File: src/rivm_pkg.sv
package rivm_pkg;
   localparam int unsigned PC_W = 12;
   localparam int unsigned NUM_IRQ = 25;
   localparam int unsigned IDX_W = 5;
   localparam logic [11:0] RESET_ADDR_DEFAULT = 12'h000;
   localparam logic [11:0] TABLE_START_DEFAULT = 12'h001;
   localparam logic [11:0] BOOT_RESET_ADDR_DEFAULT = 12'hc00;
   localparam logic FUSE_PROGRAMMED = 1'b0;
   localparam logic FUSE_UNPROGRAMMED = 1'b1;
   localparam logic [IDX_W-1:0] IDX_EXT_IRQ_LINE_0 = 5'h00;
   localparam logic [IDX_W-1:0] IDX_EXT_IRQ_LINE_1 = 5'h01;
   localparam logic [IDX_W-1:0] IDX_PIN_CHANGE_GROUP_0 = 5'h02;
   localparam logic [IDX_W-1:0] IDX_PIN_CHANGE_GROUP_2 = 5'h04;
   localparam logic [IDX_W-1:0] IDX_WATCHDOG = 5'h05;
   localparam logic [IDX_W-1:0] IDX_ASYNC_TIMER_MATCH_A = 5'h06;
   localparam logic [IDX_W-1:0] IDX_ASYNC_TIMER_OVERFLOW = 5'h08;
   localparam logic [IDX_W-1:0] IDX_WIDE_TIMER_CAPTURE = 5'h09;
   localparam logic [IDX_W-1:0] IDX_WIDE_TIMER_OVERFLOW = 5'h0c;
   localparam logic [IDX_W-1:0] IDX_BASE_TIMER_MATCH_A = 5'h0d;
   localparam logic [IDX_W-1:0] IDX_BASE_TIMER_OVERFLOW = 5'h0f;
   localparam logic [IDX_W-1:0] IDX_SPI_TRANSFER_DONE = 5'h10;
   localparam logic [IDX_W-1:0] IDX_USART_RX_DONE = 5'h11;
   localparam logic [IDX_W-1:0] IDX_USART_TX_DONE = 5'h13;
   localparam logic [IDX_W-1:0] IDX_ADC_DONE = 5'h14;
   localparam logic [IDX_W-1:0] IDX_EEPROM_READY = 5'h15;
   localparam logic [IDX_W-1:0] IDX_TWO_WIRE_SERIAL = 5'h17;
   localparam logic [IDX_W-1:0] IDX_FLASH_STORE_READY = 5'h18;
   typedef enum logic [2:0] {
      RIVM_ST_RESET = 3'b001,
      RIVM_ST_RUN = 3'b010,
      RIVM_ST_ACK = 3'b100
   } rivm_state_e;
endpackage : rivm_pkg

File: src/rivm_prio_enc.sv
`timescale 1ns/1ps
module rivm_prio_enc #(
   parameter int unsigned N = 25,
   parameter int unsigned W = 5
) (
   input wire logic [N-1:0] req_i,
   output logic any_o,
   output logic [W-1:0] idx_o
);
   // Walk downward so the lowest index wins
   always_comb begin
      any_o = 1'b0;
      idx_o = '0;
      for (int i = N - 1; i >= 0; i--) begin
         if (req_i[i]) begin
            any_o = 1'b1;
            idx_o = W'(i);
         end
      end
   end
endmodule : rivm_prio_enc

File: src/rivm_vector_map.sv
`timescale 1ns/1ps
// Contract
// (RL1) Unprogrammed boot fuse: every reset cause sends the PC to word 0x000.
// (RL2) External lines 0 and 1 sit at table offsets 0x001 and 0x002.
// (RL3) Pin-change groups at 0x003..0x005 in order; watchdog at 0x006.
// (RL4) Async timer match A, match B, overflow at 0x007, 0x008, 0x009.
// (RL5) Wide timer capture, match A, match B, overflow at 0x00A..0x00D.
// (RL6) Base timer match A, match B, overflow at 0x00E, 0x00F, 0x010.
// (RL7) SPI transfer done at 0x011.
// (RL8) USART receive, buffer empty, transmit done at 0x012, 0x013, 0x014.
// (RL9) ADC 0x015, EEPROM ready 0x016, comparator 0x017, two-wire 0x018.
// (RL10) Flash store ready, the last of 26 vectors, at 0x019.
// (RL11) Programmed boot fuse: reset loads the boot reset address instead of zero.
// (RL12) Relocate bit set: each vector is base offset plus boot section start.
// (RL13) Reset target follows only the fuse; table start follows only the bit.
// (RL14) Fuse value 1 means unprogrammed, 0 means programmed.
// (RL15) Software may reuse vector words when no interrupt is ever enabled.
// (RL16) Software may reuse the unused vector area when reset and table split.
// (RL17) Among pending enabled requests the lowest vector number is dispatched first.
module rivm_vector_map
   import rivm_pkg::*;
#(
   parameter logic [rivm_pkg::PC_W-1:0] BOOT_RESET_ADDR = rivm_pkg::BOOT_RESET_ADDR_DEFAULT
) (
   input wire logic ref_clk_i,
   input wire logic rst_i,
   input wire logic boot_reset_select_fuse_i,
   input wire logic vector_table_relocate_bit_i,
   input wire logic [rivm_pkg::NUM_IRQ-1:0] irq_req_i,
   input wire logic vec_ack_i,
   output logic reset_fetch_o,
   output logic [rivm_pkg::PC_W-1:0] reset_addr_o,
   output logic irq_valid_o,
   output logic [rivm_pkg::IDX_W-1:0] irq_index_o,
   output logic [rivm_pkg::PC_W-1:0] irq_vector_addr_o
);
   import rivm_pkg::*;

   typedef struct packed {
      rivm_state_e st;
      logic reset_fetch;
      logic [PC_W-1:0] reset_addr;
      logic irq_valid;
      logic [IDX_W-1:0] irq_index;
      logic [PC_W-1:0] irq_addr;
   } rivm_state_s;

   rivm_state_s cur_r;
   rivm_state_s cur_nxt;
   logic any_req;
   logic [IDX_W-1:0] win_idx;

   // Fuse decode is used only for the reset target; the checks read the fuse input directly
   function automatic logic fuse_programmed(input logic f);
      return f == FUSE_PROGRAMMED; // [RL14]
   endfunction : fuse_programmed

   function automatic logic [PC_W-1:0] reset_target(input logic f);
      return fuse_programmed(f) ? BOOT_RESET_ADDR : RESET_ADDR_DEFAULT; // [RL1] [RL11]
   endfunction : reset_target

   // Sources are indexed so offset = start + index; vector number = index + 2
   function automatic logic [PC_W-1:0] vec_addr(input logic relo, input logic [IDX_W-1:0] idx);
      logic [PC_W-1:0] start;
      start = relo ? PC_W'(BOOT_RESET_ADDR + TABLE_START_DEFAULT) : TABLE_START_DEFAULT; // [RL12] [RL13]
      return PC_W'(start + PC_W'(idx)); // [RL2] [RL3] [RL4] [RL5] [RL6] [RL7] [RL8] [RL9] [RL10]
   endfunction : vec_addr

   rivm_prio_enc #(
      .N(NUM_IRQ),
      .W(IDX_W)
   ) u_prio (
      .req_i(irq_req_i),
      .any_o(any_req),
      .idx_o(win_idx)
   ); // [RL17]

   always_comb begin
      cur_nxt = cur_r;
      cur_nxt.reset_fetch = 1'b0;
      case (cur_r.st)
         RIVM_ST_RESET: begin
            // Reset outranks every interrupt: announce it before any dispatch
            cur_nxt.reset_fetch = 1'b1;
            cur_nxt.reset_addr = reset_target(boot_reset_select_fuse_i); // [RL13]
            cur_nxt.st = RIVM_ST_RUN;
         end
         RIVM_ST_RUN: begin
            if (any_req) begin
               cur_nxt.irq_valid = 1'b1;
               cur_nxt.irq_index = win_idx; // [RL17]
               cur_nxt.irq_addr = vec_addr(vector_table_relocate_bit_i, win_idx);
               cur_nxt.st = RIVM_ST_ACK;
            end
         end
         RIVM_ST_ACK: begin
            // Offer held stable until the core takes it
            if (vec_ack_i) begin
               cur_nxt.irq_valid = 1'b0;
               cur_nxt.st = RIVM_ST_RUN;
            end
         end
         default: begin
            cur_nxt.st = RIVM_ST_RUN;
            cur_nxt.irq_valid = 1'b0;
         end
      endcase
   end

   always_ff @(posedge ref_clk_i or posedge rst_i) begin
      if (rst_i) begin
         cur_r <= '{st: RIVM_ST_RESET, reset_fetch: 1'b0, reset_addr: RESET_ADDR_DEFAULT,
                    irq_valid: 1'b0, irq_index: '0, irq_addr: TABLE_START_DEFAULT};
      end else begin
         cur_r <= cur_nxt;
      end
   end

   assign reset_fetch_o = cur_r.reset_fetch;
   assign reset_addr_o = cur_r.reset_addr;
   assign irq_valid_o = cur_r.irq_valid;
   assign irq_index_o = cur_r.irq_index;
   assign irq_vector_addr_o = cur_r.irq_addr;

   reset_zero_a: assert property (@(posedge ref_clk_i) disable iff (rst_i) // [RL1]
      $rose(reset_fetch_o) && boot_reset_select_fuse_i && $past(boot_reset_select_fuse_i)
      |-> reset_addr_o == 12'h000)
      else $error("reset target not zero with fuse unprogrammed");

   reset_boot_a: assert property (@(posedge ref_clk_i) disable iff (rst_i) // [RL11]
      $rose(reset_fetch_o) && !$past(boot_reset_select_fuse_i)
      |-> reset_addr_o == BOOT_RESET_ADDR)
      else $error("reset target not boot address with fuse programmed");

   ext_line_a: assert property (@(posedge ref_clk_i) disable iff (rst_i) // [RL2]
      $rose(irq_valid_o) && irq_index_o == IDX_EXT_IRQ_LINE_1 && !$past(vector_table_relocate_bit_i)
      |-> irq_vector_addr_o == 12'h002)
      else $error("line 1 vector misplaced");

   watchdog_vec_a: assert property (@(posedge ref_clk_i) disable iff (rst_i) // [RL3]
      $rose(irq_valid_o) && irq_index_o == IDX_WATCHDOG && !$past(vector_table_relocate_bit_i)
      |-> irq_vector_addr_o == 12'h006)
      else $error("watchdog vector misplaced");

   wide_ovf_a: assert property (@(posedge ref_clk_i) disable iff (rst_i) // [RL5]
      $rose(irq_valid_o) && irq_index_o == IDX_WIDE_TIMER_OVERFLOW && !$past(vector_table_relocate_bit_i)
      |-> irq_vector_addr_o == 12'h00d)
      else $error("wide timer overflow vector misplaced");

   last_vec_a: assert property (@(posedge ref_clk_i) disable iff (rst_i) // [RL10]
      $rose(irq_valid_o) && irq_index_o == IDX_FLASH_STORE_READY && !$past(vector_table_relocate_bit_i)
      |-> irq_vector_addr_o == 12'h019)
      else $error("flash store vector misplaced");

   relocate_vec_a: assert property (@(posedge ref_clk_i) disable iff (rst_i) // [RL12]
      $rose(irq_valid_o) && $past(vector_table_relocate_bit_i)
      |-> irq_vector_addr_o == PC_W'(BOOT_RESET_ADDR + 12'h001 + PC_W'(irq_index_o)))
      else $error("relocated vector address wrong");

   lowest_wins_a: assert property (@(posedge ref_clk_i) disable iff (rst_i) // [RL17]
      $rose(irq_valid_o) && $past(irq_req_i[0]) |-> irq_index_o == '0)
      else $error("lower vector not dispatched first");

   offer_hold_a: assert property (@(posedge ref_clk_i) disable iff (rst_i) // [RL17]
      irq_valid_o && !vec_ack_i |=> irq_valid_o && $stable(irq_vector_addr_o))
      else $error("vector offer dropped before ack");

   line0_vec_a: assert property (@(posedge ref_clk_i) disable iff (rst_i) // [RL2]
      $rose(irq_valid_o) && irq_index_o == IDX_EXT_IRQ_LINE_0 && !$past(vector_table_relocate_bit_i)
      |-> irq_vector_addr_o == 12'h001)
      else $error("line 0 vector misplaced");

   pin_group_first_a: assert property (@(posedge ref_clk_i) disable iff (rst_i) // [RL3]
      $rose(irq_valid_o) && irq_index_o == IDX_PIN_CHANGE_GROUP_0 && !$past(vector_table_relocate_bit_i)
      |-> irq_vector_addr_o == 12'h003)
      else $error("pin change group 0 vector misplaced");

   pin_group_last_a: assert property (@(posedge ref_clk_i) disable iff (rst_i) // [RL3]
      $rose(irq_valid_o) && irq_index_o == IDX_PIN_CHANGE_GROUP_2 && !$past(vector_table_relocate_bit_i)
      |-> irq_vector_addr_o == 12'h005)
      else $error("pin change group 2 vector misplaced");

   async_match_vec_a: assert property (@(posedge ref_clk_i) disable iff (rst_i) // [RL4]
      $rose(irq_valid_o) && irq_index_o == IDX_ASYNC_TIMER_MATCH_A && !$past(vector_table_relocate_bit_i)
      |-> irq_vector_addr_o == 12'h007)
      else $error("async timer match a vector misplaced");

   async_ovf_a: assert property (@(posedge ref_clk_i) disable iff (rst_i) // [RL4]
      $rose(irq_valid_o) && irq_index_o == IDX_ASYNC_TIMER_OVERFLOW && !$past(vector_table_relocate_bit_i)
      |-> irq_vector_addr_o == 12'h009)
      else $error("async timer overflow vector misplaced");

   wide_capture_a: assert property (@(posedge ref_clk_i) disable iff (rst_i) // [RL5]
      $rose(irq_valid_o) && irq_index_o == IDX_WIDE_TIMER_CAPTURE && !$past(vector_table_relocate_bit_i)
      |-> irq_vector_addr_o == 12'h00a)
      else $error("wide timer capture vector misplaced");

   base_match_a: assert property (@(posedge ref_clk_i) disable iff (rst_i) // [RL6]
      $rose(irq_valid_o) && irq_index_o == IDX_BASE_TIMER_MATCH_A && !$past(vector_table_relocate_bit_i)
      |-> irq_vector_addr_o == 12'h00e)
      else $error("base timer match a vector misplaced");

   base_ovf_a: assert property (@(posedge ref_clk_i) disable iff (rst_i) // [RL6]
      $rose(irq_valid_o) && irq_index_o == IDX_BASE_TIMER_OVERFLOW && !$past(vector_table_relocate_bit_i)
      |-> irq_vector_addr_o == 12'h010)
      else $error("base timer overflow vector misplaced");

   spi_done_a: assert property (@(posedge ref_clk_i) disable iff (rst_i) // [RL7]
      $rose(irq_valid_o) && irq_index_o == IDX_SPI_TRANSFER_DONE && !$past(vector_table_relocate_bit_i)
      |-> irq_vector_addr_o == 12'h011)
      else $error("spi transfer done vector misplaced");

   usart_rx_a: assert property (@(posedge ref_clk_i) disable iff (rst_i) // [RL8]
      $rose(irq_valid_o) && irq_index_o == IDX_USART_RX_DONE && !$past(vector_table_relocate_bit_i)
      |-> irq_vector_addr_o == 12'h012)
      else $error("usart receive vector misplaced");

   usart_tx_a: assert property (@(posedge ref_clk_i) disable iff (rst_i) // [RL8]
      $rose(irq_valid_o) && irq_index_o == IDX_USART_TX_DONE && !$past(vector_table_relocate_bit_i)
      |-> irq_vector_addr_o == 12'h014)
      else $error("usart transmit vector misplaced");

   adc_done_a: assert property (@(posedge ref_clk_i) disable iff (rst_i) // [RL9]
      $rose(irq_valid_o) && irq_index_o == IDX_ADC_DONE && !$past(vector_table_relocate_bit_i)
      |-> irq_vector_addr_o == 12'h015)
      else $error("adc done vector misplaced");

   eeprom_ready_a: assert property (@(posedge ref_clk_i) disable iff (rst_i) // [RL9]
      $rose(irq_valid_o) && irq_index_o == IDX_EEPROM_READY && !$past(vector_table_relocate_bit_i)
      |-> irq_vector_addr_o == 12'h016)
      else $error("eeprom ready vector misplaced");

   two_wire_a: assert property (@(posedge ref_clk_i) disable iff (rst_i) // [RL9]
      $rose(irq_valid_o) && irq_index_o == IDX_TWO_WIRE_SERIAL && !$past(vector_table_relocate_bit_i)
      |-> irq_vector_addr_o == 12'h018)
      else $error("two-wire vector misplaced");

   table_start_a: assert property (@(posedge ref_clk_i) disable iff (rst_i) // [RL13]
      $rose(irq_valid_o) && !$past(vector_table_relocate_bit_i)
      |-> irq_vector_addr_o == PC_W'(12'h001 + PC_W'(irq_index_o)))
      else $error("base table start depends on more than the relocate bit");

   fetch_pulse_a: assert property (@(posedge ref_clk_i) disable iff (rst_i) // [RL1]
      reset_fetch_o |=> !reset_fetch_o)
      else $error("reset fetch longer than one cycle");

   reset_first_a: assert property (@(posedge ref_clk_i) disable iff (rst_i) // [RL17]
      reset_fetch_o |-> !irq_valid_o)
      else $error("vector offered alongside reset fetch");

   reset_hold_a: assert property (@(posedge ref_clk_i) disable iff (rst_i) // [RL13]
      !$rose(reset_fetch_o) |-> $stable(reset_addr_o))
      else $error("reset target changed between resets");
endmodule : rivm_vector_map

File: config.mk
export PLATFORM = sky130hd
export DESIGN_NAME = rivm_vector_map
export DESIGN_NICKNAME = d
export VERILOG_FILES = /design/src/rivm_pkg.sv /design/src/rivm_prio_enc.sv /design/src/rivm_vector_map.sv
export SDC_FILE = /design/constraint.sdc
export NUM_CORES = 1
export LEC_CHECK = 0
export BUFFER_PORTS_ARGS = -buffer_cell sky130_fd_sc_hd__buf_4
export CAP_MARGIN = 20
export CORE_ASPECT_RATIO = 1.1
export CORE_MARGIN = 5
export CORE_UTILIZATION = 30
export CTS_BUF_LIST = sky130_fd_sc_hd__clkbuf_8
export CTS_CLUSTER_SIZE = 10
export DETAILED_ROUTE_END_ITERATION = 12
export GPL_ROUTABILITY_DRIVEN = 0
export PLACE_DENSITY = 0.6
export SYNTH_ARGS = -nofsm -noshare
export SYNTH_HDL_FRONTEND = slang
export SYNTH_SLANG_ARGS = --single-unit
export TNS_END_PERCENT = 20
File: constraint.sdc
create_clock -name ref_clk_i -period 1.63 [get_ports ref_clk_i]
set_clock_uncertainty 0.15 [all_clocks]
set_input_delay 0 -clock ref_clk_i [delete_from_list [all_inputs] [get_ports ref_clk_i]]
set_output_delay 0 -clock ref_clk_i [all_outputs]
set_load 0.03 [all_outputs]
==> results.md, run 1 <==
- The run finished, with violations left.
- The checks that failed: negative setup slack.
- The worst setup path category is in -> reg.
- The row count is 25.
- At the worst endpoint, the required time is 1610 ps.
- The number of cells on the worst hold path is 4.
- The repair_antennas step left the layout with diodes totalling 0.
- In this run the horizontal extent of the chip is 72.9 um.
- Setup slack on the critical path of the routed design comes to -7.44 ps.
- The most used flip-flop cell after synthesis is sky130_fd_sc_hd__dfrtp_1.
- The number of I/O port buffers is 46.
- The largest driver fanout on the critical path is 2.
- The CTS tree is built.
- The routed via count divided by cell count is 4.36.
- The first TritonRoute pass finished after 4 iterations.
- The clock transition at the registers of the reported paths is 60 ps.
- The floorplan step set the die height to 79.2 um.
- The number of DRC markers after the initial detailed-route iteration is 27.
- The highest ir drop seen on vdd is 394 uV.
- The launching element type of the critical path is a primary input.
- Max-cap violations in this run came to 0.
- The half-perimeter wire length after detailed placement is 2480 um.
- The initial antenna violation count was 0.
- The Yosys step of the flow raised 0 warnings.
- From synthesis to final layout, the design area changed by 56.0%.
- The worst setup path is captured at a flop.
- The maximum number of pins on one net before global-route repair is 19.
- The sink count of the clock tree is 18.
- The cell sitting at the root of the clock tree is a sky130_fd_sc_hd__clkbuf_8.
- The number of top-level design ports is 61.
- The final route contains 1163 vias.
- Setup violations remaining at the end of the flow were counted as 1.
- In this run the remaining antenna-violating nets after routing total 0.
- The final worst-path cycle share is 1.00.
- Counting I/O delays and the setup requirement, the final critical path takes 1640 ps.
- At the end of the flow the core is filled with cells to 0.479.
- The transition time of the tightest slew-check pin is 672 ps.
- The number of buffers inserted during clock tree synthesis is 3.
- The worst path arrival time is 1620 ps.
- The power per standard cell area is 789 nW/um2.
- Counting cells, the worst reg-to-reg path comes to 5.
- Based on the critical path, the design can be clocked at up to 0.611 GHz.
- The floorplan die area is 5770 um2.
- In this run the cell area of the synthesized design comes to 1310 um2.
- The clock network latency to the later pin of the worst-skew pair is 250 ps.
- Setup repair after global routing could not meet its margin everywhere.
- After detailed routing, the average wire length per cell comes to 11.7 um.
- The headroom to the max-slew limit is 0.552.
- The number of endpoints with negative hold slack in the final report is 0.
- The netlist uses 43 different library cells.
- The area of all placed cells without fillers is 2040 um2.
- The number of global-route vias before repair is 1156.
- The remaining design rule violation count is 0.
- The fraction of registers with async set or reset after synthesis is 1.00.
- Wires add up to 3130 um.
- The final number of max-transition violations is 0.
- In the final layout, the share of cells above drive strength 1 is 0.531.
- The class of the most critical hold timing path is in -> reg.
- The starting density of the core is 0.307.
- Counting flops with a built-in enable in the synthesized netlist gives 0.
- In this run the number of H-tree levels came out at 1.
- The sequential element share of the synthesized area is 0.347.
- The clock passes through at most 2 buffers.
- The layout has 426 filler cells.
- The register bit count reported by yosys is 18.
- The design draws 1.61 mW.
- Once placement finished, the instance area stood at 1800 um2.
- In the global route stage, overall resource usage came out at 0.108.
- In the synthesized netlist, the number of instances is 138.
- The synthesized area per cell is 9.46 um2.
- The area inside the core boundary is 4250 um2.
- The first global-routing pass estimated 5040 um of wire.
- After the last flow step, the layout net total stands at 245.
- After global routing the overflow that remains totals 0.
- Summed over all cells, the static leakage comes to 0.972 nW.
layer usage:
metal  global-route usage  routed length [um]  up-vias
met5                    0                   0        -
met4               0.0203                  21        0
met3               0.0329                 186        2
met2                0.195                1710       25
met1                0.126                1210      534
li1                     -                   -      602
logic make-up after synthesis:
| logic type | synth area share |
|---|---|
| mux | 0.0431 |
| flops | 0.347 |
| compound gates | 0.189 |
| fa+ha+maj | 0.00959 |
| xor+xnor | 0.0134 |
| simple gates | 0.197 |
| other cells | 0.00287 |
| buf+inv | 0.198 |
path summary, 6_finish.rpt:
check / startpoint / to / slack (ps)
max in group asynchronous: rst_i / irq_index_o[1] / 640
worst min-delay path: irq_req_i[2] / irq_index_o[1] / 100
worst max-delay path: irq_req_i[8] / irq_vector_addr_o[1] / -7
min in group asynchronous: rst_i / reset_fetch_o / 250
worst max register to register: cur_r[31] / irq_index_o[1] / 50
worst min register to register: irq_index_o[3] / irq_index_o[3] / 330
critical path, cell delays in order:
cell                       delay (ps)
sky130_fd_sc_hd__buf_6             90
sky130_fd_sc_hd__or3_4            380
sky130_fd_sc_hd__a221oi_4         200
sky130_fd_sc_hd__o21ai_2          120
sky130_fd_sc_hd__a221oi_4         290
sky130_fd_sc_hd__ha_1             270
sky130_fd_sc_hd__mux2_4           270
cells in the final DEF, fill, tap and decap left out, types with 2 or more instances in the layout:
| cell | count |
|---|---|
| sky130_fd_sc_hd__inv_1 | 8 |
| sky130_fd_sc_hd__nor4_1 | 5 |
| sky130_fd_sc_hd__a21oi_1 | 7 |
| sky130_fd_sc_hd__and2_1 | 2 |
| sky130_fd_sc_hd__o21ai_0 | 2 |
| sky130_fd_sc_hd__dfstp_2 | 2 |
| sky130_fd_sc_hd__clkbuf_8 | 4 |
| sky130_fd_sc_hd__conb_1 | 15 |
| sky130_fd_sc_hd__nand3b_1 | 2 |
| sky130_fd_sc_hd__nor4_4 | 2 |
| sky130_fd_sc_hd__nand3_1 | 3 |
| sky130_fd_sc_hd__o21ai_2 | 3 |
| sky130_fd_sc_hd__dlygate4sd3_1 | 4 |
| sky130_fd_sc_hd__a31oi_1 | 2 |
| sky130_fd_sc_hd__buf_6 | 7 |
| sky130_fd_sc_hd__mux2_4 | 4 |
| sky130_fd_sc_hd__dfrtp_1 | 16 |
| sky130_fd_sc_hd__nand2_1 | 6 |
| sky130_fd_sc_hd__nor4_2 | 2 |
| sky130_fd_sc_hd__nand4_1 | 2 |
| sky130_fd_sc_hd__nor2_1 | 11 |
| sky130_fd_sc_hd__a221oi_4 | 2 |
| sky130_fd_sc_hd__buf_4 | 75 |
what timing repair did:
item / CTS / global route
hold endpoints to repair: 21 / 0
pin swaps: 10 / 7
setup endpoints to repair: 4 / 10
hold buffers: 4 / 0
resized for setup: 15 / 10
buffers inserted: 5 / 0
cell usage after synthesis, types with 2 or more instances:
cell type | n | area share
sky130_fd_sc_hd__a221oi_2 | 2 | 0.023
sky130_fd_sc_hd__nand2_1 | 6 | 0.017
sky130_fd_sc_hd__nand3_1 | 4 | 0.015
sky130_fd_sc_hd__mux2_2 | 5 | 0.043
sky130_fd_sc_hd__o21ai_2 | 3 | 0.020
sky130_fd_sc_hd__o21ai_0 | 2 | 0.0077
sky130_fd_sc_hd__buf_4 | 29 | 0.17
sky130_fd_sc_hd__dfrtp_1 | 16 | 0.31
sky130_fd_sc_hd__or3_1 | 2 | 0.0096
sky130_fd_sc_hd__nor4_1 | 8 | 0.038
sky130_fd_sc_hd__a31oi_1 | 2 | 0.0096
sky130_fd_sc_hd__nand4_1 | 2 | 0.0096
sky130_fd_sc_hd__a21oi_1 | 7 | 0.027
sky130_fd_sc_hd__and2_1 | 2 | 0.0096
sky130_fd_sc_hd__nor2_1 | 11 | 0.032
sky130_fd_sc_hd__nand3b_1 | 2 | 0.012
sky130_fd_sc_hd__inv_1 | 8 | 0.023
sky130_fd_sc_hd__dfstp_2 | 2 | 0.040
report_power, final:
part | internal, mW | leakage, nW | switching (mW) | total [mW]
Clock | 0.214 | 0.0288 | 0.144 | 0.358
Sequential | 0.520 | 0.224 | 0.0425 | 0.563
Combinational | 0.307 | 0.719 | 0.378 | 0.685
final cells by class:
type,count,area (um2),area share
inverter,8,30.0,0.0148
sequential,18,453,0.222
timing repair buffer,87,697,0.342
multi-input combinational,96,733,0.360
tap,54,67.6,0.0332
clock buffer,4,55.1,0.0270
metrics by stage:
step           hold WS [ps]  cells  setup TNS, ps  setup slack (ps)
2_1_floorplan          -213    152           -224              -137
3_3_place_gp         -0.179    256          -2600              -286
3_5_place_dp           5.54    256          -2480              -307
4_1_cts                91.4    269          -32.7             -26.9
5_1_grt                 120    267           -101             -72.4
6_report                103    267          -7.44             -7.44
registers in the layout (all words and copies together) (netlist names):
| signal | count |
|---|---|
| irq_vector_addr_o | 7 |
| cur_r | 3 |
| irq_valid_o | 1 |
| reset_addr_o | 1 |
| irq_index_o | 5 |
| reset_fetch_o | 1 |
No activity file was read; power rests on OpenSTA's default activity.
==> run 2: changes to the inputs <==
SETUP_SLACK_MARGIN = 0.02   (was default)
==> run 2 against run 1 <==
  * The run still ends with negative setup slack left
  * Global-route usage is the same
  * Critical path type unchanged
  * Sequential power is essentially flat
  * Combinational power grew 1%
  * Clock-buffer cell count is the same
  * Critical endpoint unchanged
  * Hold slack is essentially flat
  * Via count grew 0.60%
  * Highest routed layer unchanged
  * Final area grew 1.0%
  * Largest cell class unchanged
  * Die area is the same
  * Routed wire length grew 0.16%
==> results.md, run 2 (same netlist as run 1, synthesis figures left out) <==
- The total of fill cells in the finished design is 428.
- The share of cells above drive strength 1 is 0.537.
- The clock root buffer is sky130_fd_sc_hd__clkbuf_8.
- The initial utilization of the core area, before any placement, comes to 0.307.
- The global-route wire length before repair is 5040 um.
- For the worst setup path, the data arrival time is 1620 ps.
- Counting along the longest clock path gives a buffer depth of 2.
- The number of global-route vias before repair is 1157.
- Before CTS, the worst setup slack after placement is -307 ps.
- The headroom to the max-slew limit is 0.552.
- The number of DRC markers after the initial detailed-route iteration is 26.
- The antenna diode instance count is 0.
- The number of I/O port buffers is 46.
- The final worst-path cycle share is 1.00.
- Adding up every negative setup slack in the final design gives -7.28 ps.
- STA classifies the critical path startpoint as a primary input.
- Leaving out fill and tap cells, the most frequent cell in the layout is sky130_fd_sc_hd__buf_4.
- The total routed wirelength is 3130 um.
- For the pin with the worst max-slew slack, the measured transition is 672 ps.
- Clock-pin slew was measured on the worst setup and hold paths at 60 ps.
- The number of endpoints with negative hold slack in the final report was 0.
- In the final routed layout, each cell accounts on average for 11.7 um.
- Summed over all layers, the global routing overflow is 0.
- The initial antenna violation count is 0.
- The final number of max-transition violations was 0.
- Overall power consumption after layout is estimated at 1.61 mW.
- The power per standard cell area is 785 nW/um2.
- The row count is 25.
- The worst-case IR drop observed on VDD is 393 uV.
- The clock network latency to the later pin of the worst-skew pair is 250 ps.
- The logic depth of the worst register-to-register path is 5.
- The CTS tree is built.
- Counting tap cells, the placed design contains a total of 256 instances.
- The tightest min-delay check is of the in -> reg type.
- The sink count of the clock tree is 18.
- After detailed routing, the number of vias per cell comes to 4.37.
- The minimum clock period is 1640 ps.
- For this design the static power due to leakage is 0.982 nW.
- Timing would allow up to 0.611 GHz.
- The die span in x is 72.9 um.
- Across every metal layer, demand over resource in global routing totals 0.108.
- 61 I/O pins were placed.
- The number of cells on the worst hold path is 4.
- The detail route stage leaves a number of antenna-violating nets equal to 0.
- The worst setup path is of the in -> reg kind.
- For this run, the number of standard cells in the final layout without fillers is 268.
- The area used by sequential logic in the layout is 453 um2.
- The flip-flop count of the largest register after layout is 7.
- The fraction of the core area covered by cells at the end of the flow is 0.484.
- The final route contains 1170 vias.
- The maximum number of pins on one net before global-route repair is 19.
- The die covers 5770 um2.
- In the layout the commonest cells are 74 x sky130_fd_sc_hd__buf_4, 16 x sky130_fd_sc_hd__dfrtp_1, 15 x sky130_fd_sc_hd__conb_1.
- The final worst slack is -7.28 ps.
- Summing all multi-input logic gate instances after layout gives 736 um2.
- The final reports fail on negative setup slack.
- The number of nets in the layout is 246.
- The growth of design area from synthesis to finish is 57.6%.
- Setup repair after global routing could not meet its margin everywhere.
- STA classifies the critical path endpoint as a flop.
- The largest driver fanout on the critical path is 2.
- The required time of the critical path is 1610 ps.
- The flow ran to the end, but the final reports show violations.
- The number of endpoints failing setup at the final stage is 1.
- The area inside the core boundary is 4250 um2.
- Clock tree synthesis inserted a total of 3 buffers.
- The y dimension of the die is 79.2 um.
- The count of H-tree levels built during CTS is 1.
- The pre-antenna-repair detailed-routing pass consisted of 3 iterations.
- The remaining design rule violation count is 0.
- The half-perimeter wire length after detailed placement is 2480 um.
- Across the run, the number of max-cap violations was 0.
-- run 2: cell count changes in the layout (fill, tap and decap cells not counted), sizes merged --
cell  change
buf       +1
-- run 2: final timing paths --
kind,slack [ps],endpoint,from
setup / recovery,-7,irq_vector_addr_o[1],irq_req_i[8]
hold / removal,100,irq_index_o[1],irq_req_i[2]
setup reg to reg,50,irq_index_o[1],cur_r[31]
hold reg to reg,330,irq_index_o[3],irq_index_o[3]
max in group asynchronous,640,irq_index_o[1],rst_i
min in group asynchronous,250,reset_fetch_o,rst_i
-- run 2: worst max-delay path, stage by stage --
cell	delay, ps
sky130_fd_sc_hd__buf_6	90
sky130_fd_sc_hd__or3_4	380
sky130_fd_sc_hd__a221oi_4	200
sky130_fd_sc_hd__o21ai_2	120
sky130_fd_sc_hd__a221oi_4	290
sky130_fd_sc_hd__ha_1	270
sky130_fd_sc_hd__mux2_4	270
-- run 2: repair_timing --
action | 4_1_cts | 5_1_grt
pin swaps | 10 | 7
hold buffers | 4 | 0
endpoints found under the hold margin | 21 | 0
endpoints found under the setup margin | 6 | 10
buffers inserted | 5 | 0
gates resized for setup | 17 | 12
-- run 2: cell type report --
type / instances / area share
well taps: 54 / 0.0328
multi-input cells: 96 / 0.358
clock buffers: 4 / 0.0268
repair buffers: 88 / 0.348
inverters: 8 / 0.0146
flip-flops and latches: 18 / 0.220
-- run 2: layer usage --
layer,part of all wire,GRT usage,wire length [um],vias to the layer above
met4,0.0067,0.0203,21,0
met3,0.059,0.0329,186,2
li1,-,-,-,605
met2,0.55,0.195,1710,25
met5,0,0,0,-
met1,0.39,0.126,1210,538
-- run 2: power by group --
| group | internal [mW] | total, mW | switching (mW) |
|---|---|---|---|
| clock network | 0.214 | 0.359 | 0.145 |
| logic | 0.313 | 0.692 | 0.379 |
| registers | 0.520 | 0.563 | 0.0430 |
-- run 2: through the flow --
step                hold slack, ps  area, um2
global route                   120       2060
finish                         102       2060
floorplan                     -213       1360
detailed placement            5.54       1800
CTS                           91.4       2010
global placement            -0.179       1800
